File: src/hdl/cssl_pkg.sv
// Package for the channel service state logic block.
// Assumes a single 200 MHz pclk domain and an APB register slave.
package cssl_pkg;

	localparam int CSSL_CLK_MHZ = 200;

	// Register byte addresses
	localparam logic [7:0] CSSL_ADDR_CTRL   = 8'h00;
	localparam logic [7:0] CSSL_ADDR_STATUS = 8'h04;
	localparam logic [7:0] CSSL_ADDR_OUTS   = 8'h08;

	// Control register fields
	localparam int CSSL_CTRL_SIMCON = 0;
	localparam int CSSL_CTRL_RESET  = 1;

	// Status register fields
	localparam int CSSL_ST_BUSY  = 0;
	localparam int CSSL_ST_OOUT  = 1;
	localparam int CSSL_ST_OIN   = 2;
	localparam int CSSL_ST_TERM  = 3;
	localparam int CSSL_ST_UNUSUAL_END_FLAG  = 4;
	localparam int CSSL_ST_CONN  = 5;

	// Data line positions
	localparam int CSSL_DL_ZERO  = 0;
	localparam int CSSL_DL_CDONE = 1;
	localparam int CSSL_DL_CHEND = 3;
	localparam int CSSL_DL_UNEND = 4;
	localparam int CSSL_DL_PHALT = 3;

	localparam logic [31:0] CSSL_ZERO32 = 32'h0000_0000;
	localparam logic [7:0]  CSSL_ZERO8  = 8'h00;

	// Function indicators from the channel
	typedef struct packed {
		logic start_io_function;
		logic halt_io_function;
		logic test_io_function;
		logic test_device_function;
		logic acknowledge_irq_function;
	} cssl_func_t;

	// Service-cycle type as coded on the condition lines
	typedef enum logic [1:0] {
		CSSL_CYC_DATA_IN,
		CSSL_CYC_ORDER_IN,
		CSSL_CYC_ORDER_OUT
	} cssl_cycle_t;

	// Flag set kept by the state logic
	typedef struct packed {
		logic busy;
		logic order_out;
		logic order_in;
		logic terminal_order;
		logic unusual_end;
	} cssl_flags_t;

endpackage

File: src/hdl/cssl_fall_detect.sv
// Falling-edge detector for strobes sampled in the pclk domain.
// Assumes the strobe is already synchronous to pclk.
`timescale 1ns/100ps
module cssl_fall_detect
	import cssl_pkg::*;
#(
	parameter int WIDTH = 2
) (
	// Clock and reset
	input  wire logic             pclk,
	input  wire logic             presetn,
	input  wire logic             clk_en,
	// Strobes
	input  wire logic [WIDTH-1:0] level_in,
	output logic      [WIDTH-1:0] fall_pulse
);

	logic [WIDTH-1:0] level_q;

	genvar g;
	generate
		for (g = 0; g < WIDTH; g++) begin : g_bit
			always_ff @(posedge pclk or negedge presetn) begin
				if (!presetn)
					level_q[g] <= 1'b0;
				else if (clk_en)
					level_q[g] <= level_in[g];
			end
			// Combinational edge against the registered level: the pulse lasts one enabled cycle
			assign fall_pulse[g] = clk_en & level_q[g] & ~level_in[g];
		end
	endgenerate

endmodule

File: src/hdl/cssl_state_logic.sv
// State logic of a character-oriented comms controller channel end.
// Assumes all channel and subcontroller inputs are synchronous to pclk;
// software reaches control and status over APB.
//
// Behaviour
// - Busy flag: set busy, clear ready
// - Busy only on addressed start, idle, no irq
// - Busy armed by start, set at strobe fall
// - Addressed halt while unconnected returns ready
// - Unusual end plus end service returns ready
// - Busy reported; routes bit eight onto line 0
// - Start success drives io condition line
// - Halt io condition equals not busy
// - Order-out sets together with busy
// - Count done during order-out is ignored; processor halt is not
// - Order-out clears at terminal strobe with end service
// - Order-out connected drives both condition lines
// - End data during connected order-out/order-in
// - Order-in sets on terminal order with halt/done
// - Order-in status byte carries unusual end only
// - Order-in connected drives data/order line only
// - Order-in clears at following terminal strobe
// - Terminal-order flag marks terminal transfer
// - Terminal flag sets on end data, clears on end service
// - Five flags; make end data and conditions
// - Connected, no order: both lines false
// - Unusual end: set on order-in, cleared by start/halt/reset
`timescale 1ns/100ps
module cssl_state_logic
	import cssl_pkg::*;
(
	// Clock and reset
	input  wire logic        pclk,
	input  wire logic        presetn,
	input  wire logic        clk_en,
	// APB slave
	input  wire logic        psel,
	input  wire logic        penable,
	input  wire logic        pwrite,
	input  wire logic [7:0]  paddr,
	input  wire logic [31:0] pwdata,
	output logic      [31:0] prdata,
	output logic             pready,
	output logic             pslverr,
	// Channel function side
	input  wire cssl_func_t  func,
	input  wire logic        function_strobe_received,
	input  wire logic        function_strobe_internal,
	input  wire logic        device_addressed,
	input  wire logic        internal_irq_pending,
	// Service side
	input  wire logic        service_connect_flag,
	input  wire logic        request_strobe_internal,
	input  wire logic        end_service_received,
	input  wire logic        end_data_received,
	input  wire logic        subcontroller_input_enable,
	input  wire logic        count_done_line,
	input  wire logic        processor_halt_line,
	input  wire logic        received_bit_eight,
	input  wire logic        external_reset,
	// Outputs to the subcontroller
	output logic             io_condition_line,
	output logic             data_order_condition_line,
	output logic             end_data_drive,
	output logic [7:0]       data_lines,
	output logic             busy_status,
	output logic             unusual_end_status,
	output cssl_cycle_t      cycle_type
);

	cssl_flags_t flags;
	logic        simulated_connect_flag;
	logic        connected_any;
	logic        end_service_while_connected;
	logic        busy_arm;
	logic        fs_fall;
	logic        rs_fall;
	logic        fs_rx_fall;
	logic        start_ok_q;
	logic        done_or_halt;
	logic [1:0]  fall_vec;
	logic        apb_access;
	logic        addr_ok;

	// Strobe falls become one-cycle pulses; flags move the next cycle
	cssl_fall_detect #(
		.WIDTH(2)
	) u_fall (
		.pclk      (pclk),
		.presetn   (presetn),
		.clk_en    (clk_en),
		.level_in  ({request_strobe_internal, function_strobe_internal}),
		.fall_pulse(fall_vec)
	);

	assign fs_fall = fall_vec[0];
	assign rs_fall = fall_vec[1];

	// Channel strobe as received, needed by the start-side unusual-end clear
	logic fs_rx_q;
	always_ff @(posedge pclk or negedge presetn) begin
		if (!presetn)
			fs_rx_q <= 1'b0;
		else if (clk_en)
			fs_rx_q <= function_strobe_received;
	end
	assign fs_rx_fall = clk_en & fs_rx_q & ~function_strobe_received;

	// Start conditions captured while the received strobe stands
	always_ff @(posedge pclk or negedge presetn) begin
		if (!presetn)
			start_ok_q <= 1'b0;
		else if (clk_en)
			start_ok_q <= func.start_io_function & ~internal_irq_pending
				& ~flags.busy & device_addressed;
	end

	assign connected_any = service_connect_flag | simulated_connect_flag;
	assign end_service_while_connected =
		end_service_received & service_connect_flag;
	assign busy_arm = func.start_io_function & ~internal_irq_pending
		& ~service_connect_flag;

	// Count done only counts outside order-out; processor halt always does
	assign done_or_halt = (count_done_line & ~flags.order_out)
		| processor_halt_line;

	// Busy flag
	always_ff @(posedge pclk or negedge presetn) begin
		if (!presetn) begin
			flags.busy <= 1'b0;
		end else if (clk_en) begin
			if (fs_fall && device_addressed && func.halt_io_function
			    && !service_connect_flag)
				flags.busy <= 1'b0;
			else if (rs_fall && service_connect_flag && flags.order_in
			         && end_service_while_connected && flags.unusual_end)
				flags.busy <= 1'b0;
			else if (fs_fall && device_addressed && busy_arm)
				flags.busy <= 1'b1;
		end
	end

	// Order-out: first service cycle after a start; its count done is ignored
	always_ff @(posedge pclk or negedge presetn) begin
		if (!presetn) begin
			flags.order_out <= 1'b0;
		end else if (clk_en) begin
			if (rs_fall && flags.order_out && end_service_while_connected)
				flags.order_out <= 1'b0;
			else if (fs_fall && device_addressed && busy_arm && !flags.busy)
				flags.order_out <= 1'b1;
		end
	end

	// Order-in: entered from a terminal order carrying done or halt
	always_ff @(posedge pclk or negedge presetn) begin
		if (!presetn) begin
			flags.order_in <= 1'b0;
		end else if (clk_en) begin
			if (rs_fall && flags.order_in && end_service_while_connected)
				flags.order_in <= 1'b0;
			else if (rs_fall && flags.terminal_order && !flags.order_in
			         && done_or_halt)
				flags.order_in <= 1'b1;
		end
	end

	// Terminal order; the channel keeps its end-service ordering
	always_ff @(posedge pclk or negedge presetn) begin
		if (!presetn) begin
			flags.terminal_order <= 1'b0;
		end else if (clk_en && rs_fall) begin
			if (end_service_while_connected)
				flags.terminal_order <= 1'b0;
			else if (subcontroller_input_enable && end_data_received)
				flags.terminal_order <= 1'b1;
		end
	end

	// Unusual end; the external reset wins, but only on an edge where clk_en is high
	always_ff @(posedge pclk or negedge presetn) begin
		if (!presetn) begin
			flags.unusual_end <= 1'b0;
		end else if (clk_en) begin
			if (external_reset)
				flags.unusual_end <= 1'b0;
			else if (rs_fall && flags.terminal_order && !flags.unusual_end
			         && !flags.order_in
			         && done_or_halt)
				flags.unusual_end <= 1'b1;
			else if ((fs_fall && device_addressed && func.halt_io_function)
			         || (fs_rx_fall && start_ok_q))
				flags.unusual_end <= 1'b0;
		end
	end

	// Condition lines and cycle coding
	always_comb begin
		io_condition_line         = 1'b0;
		data_order_condition_line = 1'b0;
		cycle_type                = CSSL_CYC_DATA_IN;
		if (connected_any && flags.order_out) begin
			io_condition_line         = 1'b1;
			data_order_condition_line = 1'b1;
			cycle_type                = CSSL_CYC_ORDER_OUT;
		end else if (connected_any && flags.order_in) begin
			data_order_condition_line = 1'b1;
			cycle_type                = CSSL_CYC_ORDER_IN;
		end
		if (function_strobe_received && device_addressed) begin
			if (func.start_io_function && !internal_irq_pending
			    && !flags.busy)
				io_condition_line = 1'b1;
			if (func.halt_io_function && !flags.busy)
				io_condition_line = 1'b1;
			if (func.test_io_function && !internal_irq_pending
			    && !flags.busy)
				io_condition_line = 1'b1;
			if (func.test_device_function)
				io_condition_line = 1'b1;
			data_order_condition_line = 1'b1;
		end
		if (function_strobe_received && func.acknowledge_irq_function) begin
			io_condition_line         = 1'b1;
			data_order_condition_line = 1'b1;
		end
	end

	assign end_data_drive = connected_any
		& (flags.order_out | flags.order_in);

	// Data lines come from a register to keep glitches off the channel
	always_ff @(posedge pclk or negedge presetn) begin
		if (!presetn) begin
			data_lines <= CSSL_ZERO8;
		end else if (clk_en) begin
			data_lines <= CSSL_ZERO8;
			if (flags.busy)
				data_lines[CSSL_DL_ZERO] <= received_bit_eight;
			if (flags.order_in && connected_any) begin
				data_lines[CSSL_DL_CHEND] <= flags.unusual_end;
				data_lines[CSSL_DL_UNEND] <= flags.unusual_end;
			end
		end
	end

	assign busy_status        = flags.busy;
	assign unusual_end_status = flags.unusual_end;

	// APB: zero-wait slave, unmapped addresses answer with an error
	assign apb_access = psel & penable;
	assign addr_ok    = (paddr == CSSL_ADDR_CTRL)
		| (paddr == CSSL_ADDR_STATUS) | (paddr == CSSL_ADDR_OUTS);
	assign pready     = 1'b1;
	assign pslverr    = apb_access & ~addr_ok;

	always_ff @(posedge pclk or negedge presetn) begin
		if (!presetn)
			simulated_connect_flag <= 1'b0;
		else if (clk_en && apb_access && pwrite
		         && paddr == CSSL_ADDR_CTRL)
			simulated_connect_flag <= pwdata[CSSL_CTRL_SIMCON];
	end

	always_comb begin
		prdata = CSSL_ZERO32;
		if (apb_access && !pwrite) begin
			unique case (paddr)
				CSSL_ADDR_CTRL:
					prdata[CSSL_CTRL_SIMCON] = simulated_connect_flag;
				CSSL_ADDR_STATUS: begin
					prdata[CSSL_ST_BUSY] = flags.busy;
					prdata[CSSL_ST_OOUT] = flags.order_out;
					prdata[CSSL_ST_OIN]  = flags.order_in;
					prdata[CSSL_ST_TERM] = flags.terminal_order;
					prdata[CSSL_ST_UNUSUAL_END_FLAG] = flags.unusual_end;
					prdata[CSSL_ST_CONN] = connected_any;
				end
				CSSL_ADDR_OUTS:
					prdata[7:0] = data_lines;
				default:
					prdata = CSSL_ZERO32;
			endcase
		end
	end

endmodule

File: config.mk
export PLATFORM = sky130hd
export DESIGN_NAME = cssl_state_logic
export DESIGN_NICKNAME = d
export VERILOG_FILES = /design/src/hdl/cssl_pkg.sv /design/src/hdl/cssl_fall_detect.sv /design/src/hdl/cssl_state_logic.sv
export SDC_FILE = /design/constraint.sdc
export NUM_CORES = 1
export LEC_CHECK = 0
export ABC_AREA = 0
export BUFFER_PORTS_ARGS = -buffer_cell sky130_fd_sc_hd__buf_4
export CAP_MARGIN = 40
export CORE_MARGIN = 2
export CORE_UTILIZATION = 30
export DETAILED_ROUTE_END_ITERATION = 10
export PLACE_DENSITY = 0.71
export RECOVER_POWER = 100
export SYNTH_ARGS = -nofsm -noshare
export SYNTH_HDL_FRONTEND = slang
export SYNTH_HIERARCHICAL = 1
export SYNTH_SLANG_ARGS = --single-unit
File: constraint.sdc
create_clock -name pclk -period 2.4 [get_ports pclk]
set_input_delay 0.24 -clock pclk [delete_from_list [all_inputs] [get_ports pclk]]
set_output_delay 0.24 -clock pclk [all_outputs]
set_load 0.03 [all_outputs]
Word level (Yosys, flattened, before mapping)
Cells that the tools add are included.
W data, S select, Z words.

storage, ports and cells
  logic and storage cells = 124
  input bits = 64
  register bits after elaboration = 13

cells by class
  mux-type cells = 30
  bitwise operators = 28
  equal/unequal tests = 2
  reduce and logical (&&, ||, !) cells = 53

operators with widths
  operator              count
  $logic_and A1 B1 Y1   35
  $mux W1               25
  $and A1 B1 Y1         15
  $pmux W5 S2           1
  $reduce_and A2 Y1     5
  $eq A8 B3 Y1 const B  1
  $eq A8 B4 Y1 const B  1
  $logic_not A8 Y1      1
  $not A1 Y1            8
  $logic_not A1 Y1      6
  $mux W6               1
  $reduce_bool A2 Y1    3
  $reduce_bool A3 Y1    2
  $or A1 B1 Y1          5
  $mux W2               2
  $pmux W1 S3           1
  $logic_or A1 B1 Y1    1

Depth between registers and ports, before layout
Gate-level depths: netlist (run 1).

  word-level depth = 9
  gate-level depth with buffers = 4
  gate-level depth less buffers = 4

By module
Netlist (run 1), hierarchy kept.

modules (own cells, without submodules)
  module            cells each  instances  sequential area each (um2)  area each (um2)
  cssl_state_logic  116         1          250.2                       978.4
  cssl_fall_detect  6           1          50.0                        92.6

Least setup slack after synthesis (run 1)
Ideal clock, no wire load.

  kind = input-to-output
  from = input paddr[1]
  to = output prdata[3]
  slack = 0.883 ns
  arrival = 1.277 ns
  data required time = 2.160 ns
  cell stages on the path = 3
  cell sequence = nor4_4 -> nand3b_2 -> a21oi_1

between the ends
  word-level cells in the longest chain between the ends = 3
  elaborated cells between the ends (all ways) = 4

RTL lines
  item                                                 RTL line                 RTL
  start, declared                                      cssl_state_logic.sv:40   input wire logic [7:0] paddr,
  $eq A8 B4 Y1 / $eq A8 B3 Y1 (equally long branches)  cssl_state_logic.sv:269  unique case (paddr)
  $pmux W5 S2 *                                        cssl_state_logic.sv:269
  $mux W6 *                                            cssl_state_logic.sv:268  if (apb_access && !pwrite) begin
  end, declared                                        cssl_state_logic.sv:42   output logic [31:0] prdata,

Every way passes the cells marked *; elsewhere a longest branch is shown, timed or not.

Worst setup path after layout (run 1)
  from = input paddr[1]
  to = output prdata[5]

The elaborated chain is that of the path after synthesis.

==> metrics.csv, run 1 <==
stage,metric,value,unit
outcome,result of the run,completed,
floorplanning,# rows,21,
sta,Final min period,1.97,ns
synth,Post-synth top flop,dfrtp_1,
placed_design,GPL Wtd Cong,0.764,
power_and_ir_drop,Leak,0.000657,µW
sta,crit share post-route,81.9,%
floorplanning,Die Y,63.8,µm
floorplanning,Die Footprint,0.00406,mm²
sta,max-slew violation count,0,
detailed_routing,drt first-iter violations,20,
placed_design,PortBufs,49,
setup_path,Slowest cell on crit path,nor4_1,
global_route,Global Route Usage Sum,11.7,%
sta,slew at the pin with the worst max-slew slack,0.684,ns
flow_run,max cap viols,0,
finish,layout cell share with drive strength beyond 1,30.2,%
floorplanning,CORE AREA,0.00339,mm²
sta,final setup violation count,0,
setup_path,Critical Path RT,2.16,ns
power_and_ir_drop,"IR drop worst, VDD",0.162,mV
cts,CTS tree,done,
setup_path,critical path class,primary input to output port,
detailed_routing,detailed-router iteration count before antenna repair,4,
synth,cell with the most instances after synthesis,buf_4,
finish,P&R area growth vs syn,24.3,%
synth,Syn Std Cell Area,0.00107,mm²
global_route,largest net degree at the start of global routing,19,
setup_path,family with the most delay on the worst path,simple AND/OR/NAND/NOR gates,
sta,max frequency,509,MHz
synth,Synth cell types,35,
setup_path,arrival time worst endpoint,1.73,ns
detailed_routing,final WL,2340,µm
power_and_ir_drop,power per standard cell area,502,mW/mm²
global_route,vias in the first global route,874,
synth,Syn Area/Cell,8.78,µm²
cts,CTS sink count,12,
synth,Synth top area share,28.0,%
setup_path,flop2flop setup slack,1.16,ns
synth,cell taking the most area after synthesis,dfrtp_1,
setup_path,reg2reg path depth,3,
setup_path,crit end category,output port,
worst_hold_path,worst hold path cell count,2,
finish,final instance area,0.00133,mm²
cts,clock slew at reported path FFs,0.08,ns
synth,post-synthesis sequential element count,12,
synth,yosys warns,6,
synth,synth top area cells,"dfrtp_1 (28%), buf_4 (23%), nand2_1 (3.5%)",
cts,Max clock buf depth,2,
detailed_routing,routed vias/inst,4.21,
detailed_routing,detailed-route via count,917,
sta,relative slew slack,54.0,%
setup_path,cell mode on critical path,buf_4,
setup_path,Startpoint Class,primary input,
synth,sequential cell area fraction in the yosys report,28.0,%
worst_hold_path,Hold/Removal Path Class,primary input to flip-flop,
floorplanning,io pins,113,
synth,Cells after Synth,122,
detailed_routing,post-DR wirelength/cell,10.7,µm
global_route,global-route wire length before repair,3750,µm
sta,unrepaired setup endpoints after global routing,false,
detailed_routing,Antenna Nets Post-Route,0,
floorplanning,starting density of the core,31.6,%
setup_path,CP peak stage delay,0.61,ns
sta,clock skew,0.00609,ns
sta,setup TNS,0,ns
setup_path,Crit path depth,5,
setup_path,critical-path cell list,buf_4 -> nor4_1 -> nand3b_2 -> nor3b_1 -> buf_4,
cts,htree depth,1,
detailed_routing,Post-route DRC,0,
sta,Final Hold Viols,0,
synth,commonest cells in the netlist,"buf_4 (33), dfrtp_1 (12), nand2_1 (10)",
cts,worst-skew pair later-pin latency,0.27,ns
cts,Num CTS Buffers,3,
synth,"EDFF count, synth",0,
global_route,initial antenna violation count,0,
cts,buffer count from post-CTS setup fixing,0,
floorplanning,Die W,63.8,µm
global_route,gr ovfl total,0,
placed_design,Final HPWL DP,2010,µm
synth,post-synthesis async set-or-reset flop share,100,%
setup_path,CP bufs+invs,2,
cts,root buf cell,clkbuf_4,
placed_design,Placed Area,0.00136,mm²
finish,n_diodes,0,
finish,NumNets Final,237,
setup_path,top fanout value on the critical path,6,
[stage by stage]
stage	hold slack, ns	util [%]	setup slack (ns)	std cells	total power (µW)
2_1_floorplan	-0.0556	-	0.883	152	471
3_3_place_gp	0.0887	40.0	0.809	213	532
3_5_place_dp	0.0863	40.0	0.818	213	537
4_1_cts	0.157	41.4	0.615	218	695
5_1_grt	0.157	39.3	0.286	218	711
6_report	0.161	39.3	0.434	218	668
[final cells by class]
| type | count | area [µm²] |
|---|---|---|
| fill | 384 | 2060 |
| multi-input combinational | 98 | 574 |
| timing repair buffer | 50 | 333 |
| sequential | 12 | 300 |
| tap | 46 | 57.6 |
| clock buffer | 4 | 36.3 |
| inverter | 8 | 30.0 |
[worst paths after layout]
check	to	from
worst max-delay path	prdata[5]	paddr[1]
worst min-delay path	busy_status$_DFFE_PN0P_	func[3]
worst max register to register	flags[3]$_DFFE_PN0P_	busy_status$_DFFE_PN0P_
worst min register to register	u_fall/level_q[1]$_DFFE_PN0P_	u_fall/level_q[1]$_DFFE_PN0P_
max in group asynchronous	unusual_end_status$_DFFE_PN0P_	presetn
min in group asynchronous	flags[3]$_DFFE_PN0P_	presetn
[worst register-to-register path, stage by stage, from the launching register on]
cell	delay [ns]
dfrtp_1	0.45
or3b_2	0.50
nand3b_1	0.17
nand2_1	0.06
[flip-flops by register name, summed over array words and instances (netlist names)]
register	cells
start_ok_q	1
simulated_connect_flag	1
busy_status	1
unusual_end_status	1
fs_rx_q	1
data_lines	2
flags	3
u_fall/level_q	2
[routing by layer]
metal  vias up  part of all wire, %  global-route usage (%)
met5         -                    0                       0
met4         0                 0.81                    4.08
met3         2                  8.0                    2.99
met2        41                   51                    20.9
met1       415                   41                    13.3
li1        459                    -                       -
[report_power, final]
part / switching [µW] / internal (µW)
clock: 65.7 / 92.1
combinational: 174 / 80.3
sequential: 28.5 / 227
[layout by cell type (no fill, tap or decap), types with 4 or more instances in the layout]
master     n
a21oi_1    4
buf_4     37
clkbuf_1  12
conb_1    32
dfrtp_1   12
inv_1      8
nand2_1   10
nand3b_1   4
nor2_1     6
o21ai_0    5
[cells by family (layout without fill, tap and decap cells)]
kind of cell	Yosys count	count (layout)	share of synthesized area, %
DFF	12	12	28.0
and+or+nand+nor	41	41	27.0
AOI/OAI and AO/OA	20	20	12.4
muxes	5	5	5.49
other	2	32	0.701
buffers and inverters	42	62	26.4
[what timing repair did]
item	in CTS	in global routing
hold buffers	1	0
hold endpoints to repair	12	0
gates resized for setup	0	0
setup endpoints to repair	0	0
(Power assumes the default switching activity.)
==> run 2: changes to the inputs <==
- clock period: 2.4 -> 2 ns (I/O delays scaled with it)
==> metrics.csv, run 2 (synthesis results as in run 1) <==
stage,metric,value,unit,change
sta,clock skew,0.00604,ns,-0.0000541 ns
sta,crit share post-route,84.6,%,
finish,Largest register FFs,3,,unchanged
setup_path,arrival time worst endpoint,1.49,ns,-0.24 ns
detailed_routing,met1 wire length,956,µm,+0.74%
setup_path,flop2flop setup slack,0.76,ns,-0.40 ns
outcome,result of the run,completed,,
power_and_ir_drop,share of power burned in registers,38.1,%,-0.2 points
global_route,global-route wire length before repair,3750,µm,unchanged
cts,worst-skew pair later-pin latency,0.27,ns,about the same
cts,CTS sink count,12,,unchanged
cts,post-cts sizing count,0,,unchanged
detailed_routing,detailed-route via count,910,,-0.76%
detailed_routing,DR top layer,met4,,
power_and_ir_drop,Clk pwr share,23.5,%,about the same
sta,unrepaired setup endpoints after global routing,false,,
finish,final core utilization,39.3,%,about the same
detailed_routing,Antenna Nets Post-Route,0,,unchanged
finish,final instance area,0.00133,mm²,about the same
finish,P&R area growth vs syn,24.4,%,about the same
finish,NumNets Final,237,,unchanged
floorplanning,# rows,21,,unchanged
global_route,Global Route Usage Sum,11.7,%,unchanged
detailed_routing,post-DR wirelength/cell,10.7,µm,-0.38%
finish,most frequent cells in the layout,"buf_4 (33), conb_1 (32), clkbuf_1 (15)",,
detailed_routing,met3 wire length,172,µm,-7.5%
sta,slew at the pin with the worst max-slew slack,0.633,ns,-0.0508 ns
setup_path,crit end category,output port,,
detailed_routing,drt first-iter violations,23,,+15%
sta,setup TNS,0,ns,unchanged
setup_path,reg2reg path depth,3,,unchanged
finish,"most common cell after layout, fill and taps aside",buf_4,,
floorplanning,Die W,63.8,µm,unchanged
setup_path,Critical Path Start,simulated_connect_flag$_DFFE_PN0P_,,
placed_design,PortBufs,49,,unchanged
power_and_ir_drop,Leak,0.000645,µW,-1.8%
global_route,initial antenna violation count,0,,unchanged
setup_path,critical path class,flip-flop to output port,,
placed_design,Placed Area,0.00136,mm²,unchanged
floorplanning,Die Footprint,0.00406,mm²,unchanged
power_and_ir_drop,Psw,325,µW,+21%
power_and_ir_drop,power per standard cell area,605,mW/mm²,+21%
global_route,vias in the first global route,874,,unchanged
sta,relative slew slack,57.8,%,+3.8 points
floorplanning,starting density of the core,31.6,%,unchanged
setup_path,Worst Setup EP,io_condition_line,,
placed_design,GPL Wtd Cong,0.764,,unchanged
floorplanning,CORE AREA,0.00339,mm²,unchanged
cts,root buf cell,clkbuf_4,,
power_and_ir_drop,combinational power share,38.4,%,+0.3 points
finish,# fillers,384,,unchanged
cts,clock slew at reported path FFs,0.08,ns,about the same
sta,final setup violation count,0,,unchanged
global_route,largest net degree at the start of global routing,19,,unchanged
cts,htree depth,1,,unchanged
floorplanning,io pins,113,,unchanged
power_and_ir_drop,switching share of power,40.3,%,+0.16 points
cts,Num CTS Buffers,3,,unchanged
cts,Max clock buf depth,2,,unchanged
setup_path,Startpoint Class,flip-flop,,
floorplanning,Die Y,63.8,µm,unchanged
detailed_routing,routed vias/inst,4.17,,-0.76%
finish,post-route insts no fill,218,,unchanged
sta,Final min period,1.69,ns,
finish,largest registers,"flags x3, data_lines x2, u_fall/level_q x2",,
finish,layout cell share with drive strength beyond 1,29.1,%,-1.2 points
worst_hold_path,Hold/Removal Path Class,primary input to flip-flop,,
power_and_ir_drop,Internal Power,481,µW,+20%
setup_path,Critical Path RT,1.80,ns,-0.36 ns
detailed_routing,met2 WL post-DR,1180,µm,about the same
setup_path,r2r endpoint,flags[3]$_DFFE_PN0P_,,
cts,CTS tree,done,,
sta,max-slew violation count,0,,unchanged
detailed_routing,detailed-router iteration count before antenna repair,4,,unchanged
power_and_ir_drop,"IR drop worst, VDD",0.195,mV,+20%
flow_run,max cap viols,0,,unchanged
global_route,gr ovfl total,0,,unchanged
finish,n_diodes,0,,unchanged
detailed_routing,Post-route DRC,0,,unchanged
setup_path,top fanout value on the critical path,5,,-1
finish,Biggest register,flags,,
detailed_routing,final WL,2330,µm,-0.38%
sta,max frequency,591,MHz,
placed_design,Final HPWL DP,2010,µm,unchanged
placed_design,placed cell count,213,,unchanged
setup_path,launch point of the worst reg-to-reg path,busy_status$_DFFE_PN0P_,,
sta,Final Hold Viols,0,,unchanged
[run 2: how the worst min path moves through the flow]
stage	start	end	slack, ns	cells past startpoint
6_report	func[3]	busy_status$_DFFE_PN0P_	0.12	2
3_3_place_gp	presetn	u_fall/level_q[1]$_DFFE_PN0P_	0.05	1
3_5_place_dp	presetn	u_fall/level_q[1]$_DFFE_PN0P_	0.05	1
4_1_cts	func[3]	busy_status$_DFFE_PN0P_	0.12	2
5_1_grt	func[3]	busy_status$_DFFE_PN0P_	0.12	2
2_1_floorplan	presetn	busy_status$_DFFE_PN0P_	-0.1	0
[run 2: worst max-delay path, cell delays in order (launching register included)]
cell and delay, ns:
dfrtp_1 0.41, nor2_1 0.26, nor2_1 0.11, a211o_1 0.27, clkbuf_2 0.18
[run 2: stage by stage]
stage | setup slack [ns] | hold slack [ns] | power (µW)
final | 0.308 | 0.121 | 806
after CTS | 0.255 | 0.117 | 834
after global routing | 0.205 | 0.117 | 858
after floorplan | 0.554 | -0.0956 | 565
after detailed placement | 0.498 | 0.0463 | 644
after global placement | 0.489 | 0.0487 | 639
[run 2: routing by layer]
layer  global-route usage, %  vias up
met1                    13.3      410
met5                       0        -
met2                    20.9       39
met3                    2.99        2
met4                    4.08        0
li1                        -      459
[run 2: cell type report]
cell class,count,area [µm²],share of cell area (%)
multi-input combinational,98,589,44.2
tap,46,57.6,4.32
inverter,8,30.0,2.25
timing repair buffer,50,319,23.9
sequential,12,300,22.5
clock buffer,4,36.3,2.72
[run 2: what timing repair did]
action                                  CTS  global route
setup buffers                             0             0
endpoints found under the setup margin    0             0
hold endpoints to repair                 12             0
hold buffers                              1             0
[run 2: power groups by stage]
stage          clock network (µW)  logic, µW  registers, µW
2_1_floorplan                   0        253            312
3_3_place_gp                    0        329            310
3_5_place_dp                    0        332            312
4_1_cts                       193        334            308
5_1_grt                       208        336            314
6_report                      189        310            307
==> run 3: changes to the inputs <==
- clock period: 2 -> 1.7 ns (I/O delays scaled with it)
==> metrics.csv, run 3 (synthesis results as in run 1) <==
stage,metric,value,unit,change
setup_path,crit end category,output port,,
finish,layout cell share with drive strength beyond 1,32.6,%,+3.5 points
finish,area occupied by multi-input gates,601,µm²,+1.9%
global_route,vias in the first global route,911,,+4.2%
sta,setup TNS,0,ns,unchanged
detailed_routing,drt first-iter violations,39,,+70%
cts,post-cts sizing count,0,,unchanged
detailed_routing,detailed-route via count,920,,+1.1%
finish,FF+latch area,300,µm²,unchanged
finish,P&R area growth vs syn,25.0,%,
power_and_ir_drop,Leak,0.000652,µW,+1.0%
finish,n_diodes,0,,unchanged
placed_design,PortBufs,49,,unchanged
cts,clock slew at reported path FFs,0.07,ns,about the same
floorplanning,Die Footprint,0.00406,mm²,unchanged
power_and_ir_drop,Internal Power,528,µW,+9.7%
sta,slew at the pin with the worst max-slew slack,0.637,ns,+0.00393 ns
global_route,initial antenna violation count,0,,unchanged
finish,Largest register FFs,3,,unchanged
flow_run,max cap viols,0,,unchanged
global_route,gr ovfl total,0,,unchanged
power_and_ir_drop,switching share of power,41.9,%,+1.6 points
detailed_routing,post-DR wirelength/cell,10.7,µm,unchanged
finish,# fillers,372,,-3.1%
finish,most frequent cells in the layout,"buf_4 (33), conb_1 (32), dfrtp_1 (12), clkbuf_1 (12), nand2_1 (10)",,
finish,largest registers,"flags x3, data_lines x2, u_fall/level_q x2",,
cts,CTS sink count,12,,unchanged
detailed_routing,Antenna Nets Post-Route,0,,unchanged
setup_path,CP peak stage delay,0.35,ns,-0.06 ns
setup_path,flop2flop setup slack,0.45,ns,-0.31 ns
cts,worst-skew pair later-pin latency,0.27,ns,about the same
cts,root buf cell,clkbuf_4,,
finish,"most common cell after layout, fill and taps aside",buf_4,,
sta,clock skew,0.00135,ns,-0.00468 ns
placed_design,Placed Area,0.00136,mm²,+0.55%
setup_path,top fanout value on the critical path,6,,+1
cts,hold-fix buffer count after cts,1,,unchanged
power_and_ir_drop,power per standard cell area,678,mW/mm²,+12%
setup_path,Slowest cell on crit path,nor4_4,,
finish,Biggest register,flags,,
floorplanning,Die Y,63.8,µm,unchanged
placed_design,Final HPWL DP,1980,µm,-1.6%
floorplanning,# rows,21,,unchanged
cts,CTS tree,done,,
floorplanning,starting density of the core,31.6,%,unchanged
global_route,Global Route Usage Sum,11.7,%,about the same
floorplanning,CORE AREA,0.00339,mm²,unchanged
finish,final instance area,0.00134,mm²,+0.47%
sta,unrepaired setup endpoints after global routing,false,,
cts,buffer count from post-CTS setup fixing,0,,unchanged
floorplanning,Die W,63.8,µm,unchanged
power_and_ir_drop,combinational power share,41.2,%,+2.8 points
worst_hold_path,Hold/Removal Path Class,primary input to flip-flop,,
floorplanning,io pins,113,,unchanged
setup_path,critical-path cell list,buf_4 -> nor4_4 -> nand3b_2 -> nor3b_2 -> clkbuf_1,,
detailed_routing,routed vias/inst,4.22,,+1.1%
global_route,global-route wire length before repair,3820,µm,+1.8%
power_and_ir_drop,"IR drop worst, VDD",0.193,mV,-0.89%
power_and_ir_drop,Psw,381,µW,+17%
setup_path,Critical Path RT,1.53,ns,-0.27 ns
sta,max-slew violation count,0,,unchanged
cts,Num CTS Buffers,3,,unchanged
sta,max frequency,641,MHz,
power_and_ir_drop,share of power burned in registers,40.0,%,+1.9 points
setup_path,critical path class,primary input to output port,,
sta,crit share post-route,91.7,%,
cts,htree depth,1,,unchanged
power_and_ir_drop,Clk pwr share,18.9,%,-4.6 points
cts,Max clock buf depth,2,,unchanged
sta,relative slew slack,57.5,%,-0.26 points
global_route,largest net degree at the start of global routing,19,,unchanged
placed_design,GPL Wtd Cong,0.778,,+1.8%
detailed_routing,detailed-router iteration count before antenna repair,4,,unchanged
sta,final setup violation count,0,,unchanged
setup_path,Startpoint Class,primary input,,
detailed_routing,final WL,2330,µm,unchanged
setup_path,arrival time worst endpoint,1.39,ns,-0.10 ns
sta,Final min period,1.56,ns,
sta,Final Hold Viols,0,,unchanged
detailed_routing,Post-route DRC,0,,unchanged
outcome,result of the run,completed,,
finish,NumNets Final,238,,+0.42%
-- run 3: cell types whose count changed in the layout (fill, tap and decap cells not counted) --
| cell | change |
|---|---|
| and2_0 | +1 |
| and2_1 | -1 |
| and3b_1 | -1 |
| and3b_2 | +1 |
| clkbuf_1 | -3 |
| clkbuf_2 | +4 |
| clkbuf_8 | -1 |
| nor3b_1 | -2 |
| nor3b_2 | +2 |
-- run 3: power groups by stage --
stage | logic (µW) | clock network, µW | registers (µW)
3_3_place_gp | 389 | 0 | 365
3_5_place_dp | 392 | 0 | 367
6_report | 374 | 171 | 363
4_1_cts | 395 | 184 | 362
2_1_floorplan | 297 | 0 | 367
5_1_grt | 406 | 188 | 369
-- run 3: per-layer routing --
| layer | track usage, % | up-vias | routed length [µm] |
|---|---|---|---|
| met2 | 19.6 | 35 | 1160 |
| li1 | - | 462 | - |
| met1 | 14.5 | 419 | 1010 |
| met5 | 0 | - | 0 |
| met4 | 5.43 | 0 | 31 |
| met3 | 2.11 | 4 | 131 |
-- run 3: layout make-up --
type | count | area share, %
inverter | 8 | 2.24
tap | 46 | 4.30
sequential | 12 | 22.4
multi-input combinational | 98 | 44.9
clock buffer | 3 | 1.68
timing repair buffer | 51 | 24.5
-- run 3: critical path, delay by kind of cell --
family        cells  cell delay (ns)
buf+inv           2             0.45
simple gates      3             0.78
-- run 3: worst paths after layout --
path                                          startpoint                             end  depth (start not counted)
max reg2reg                      busy_status$_DFFE_PN0P_            flags[3]$_DFFE_PN0P_                          3
max in group asynchronous                        presetn             fs_rx_q$_DFFE_PN0P_                          2
max                                             paddr[1]                       prdata[2]                          5
min in group asynchronous                        presetn   u_fall/level_q[1]$_DFFE_PN0P_                          2
min                                       external_reset  unusual_end_status$_DFFE_PN0P_                          2
min reg2reg                u_fall/level_q[0]$_DFFE_PN0P_   u_fall/level_q[0]$_DFFE_PN0P_                          1
-- run 3: metrics by stage --
step / power, µW / hold WS (ns) / util [%] / std cells / setup slack (ns)
floorplan: 665 / -0.126 / - / 152 / 0.284
CTS: 940 / 0.0742 / 41.2 / 218 / 0.155
global placement: 754 / 0.0185 / 40.2 / 214 / 0.259
detailed placement: 759 / 0.0163 / 40.2 / 214 / 0.272
global route: 963 / 0.0836 / 39.5 / 218 / 0.0765
finish: 908 / 0.0880 / 39.5 / 218 / 0.140
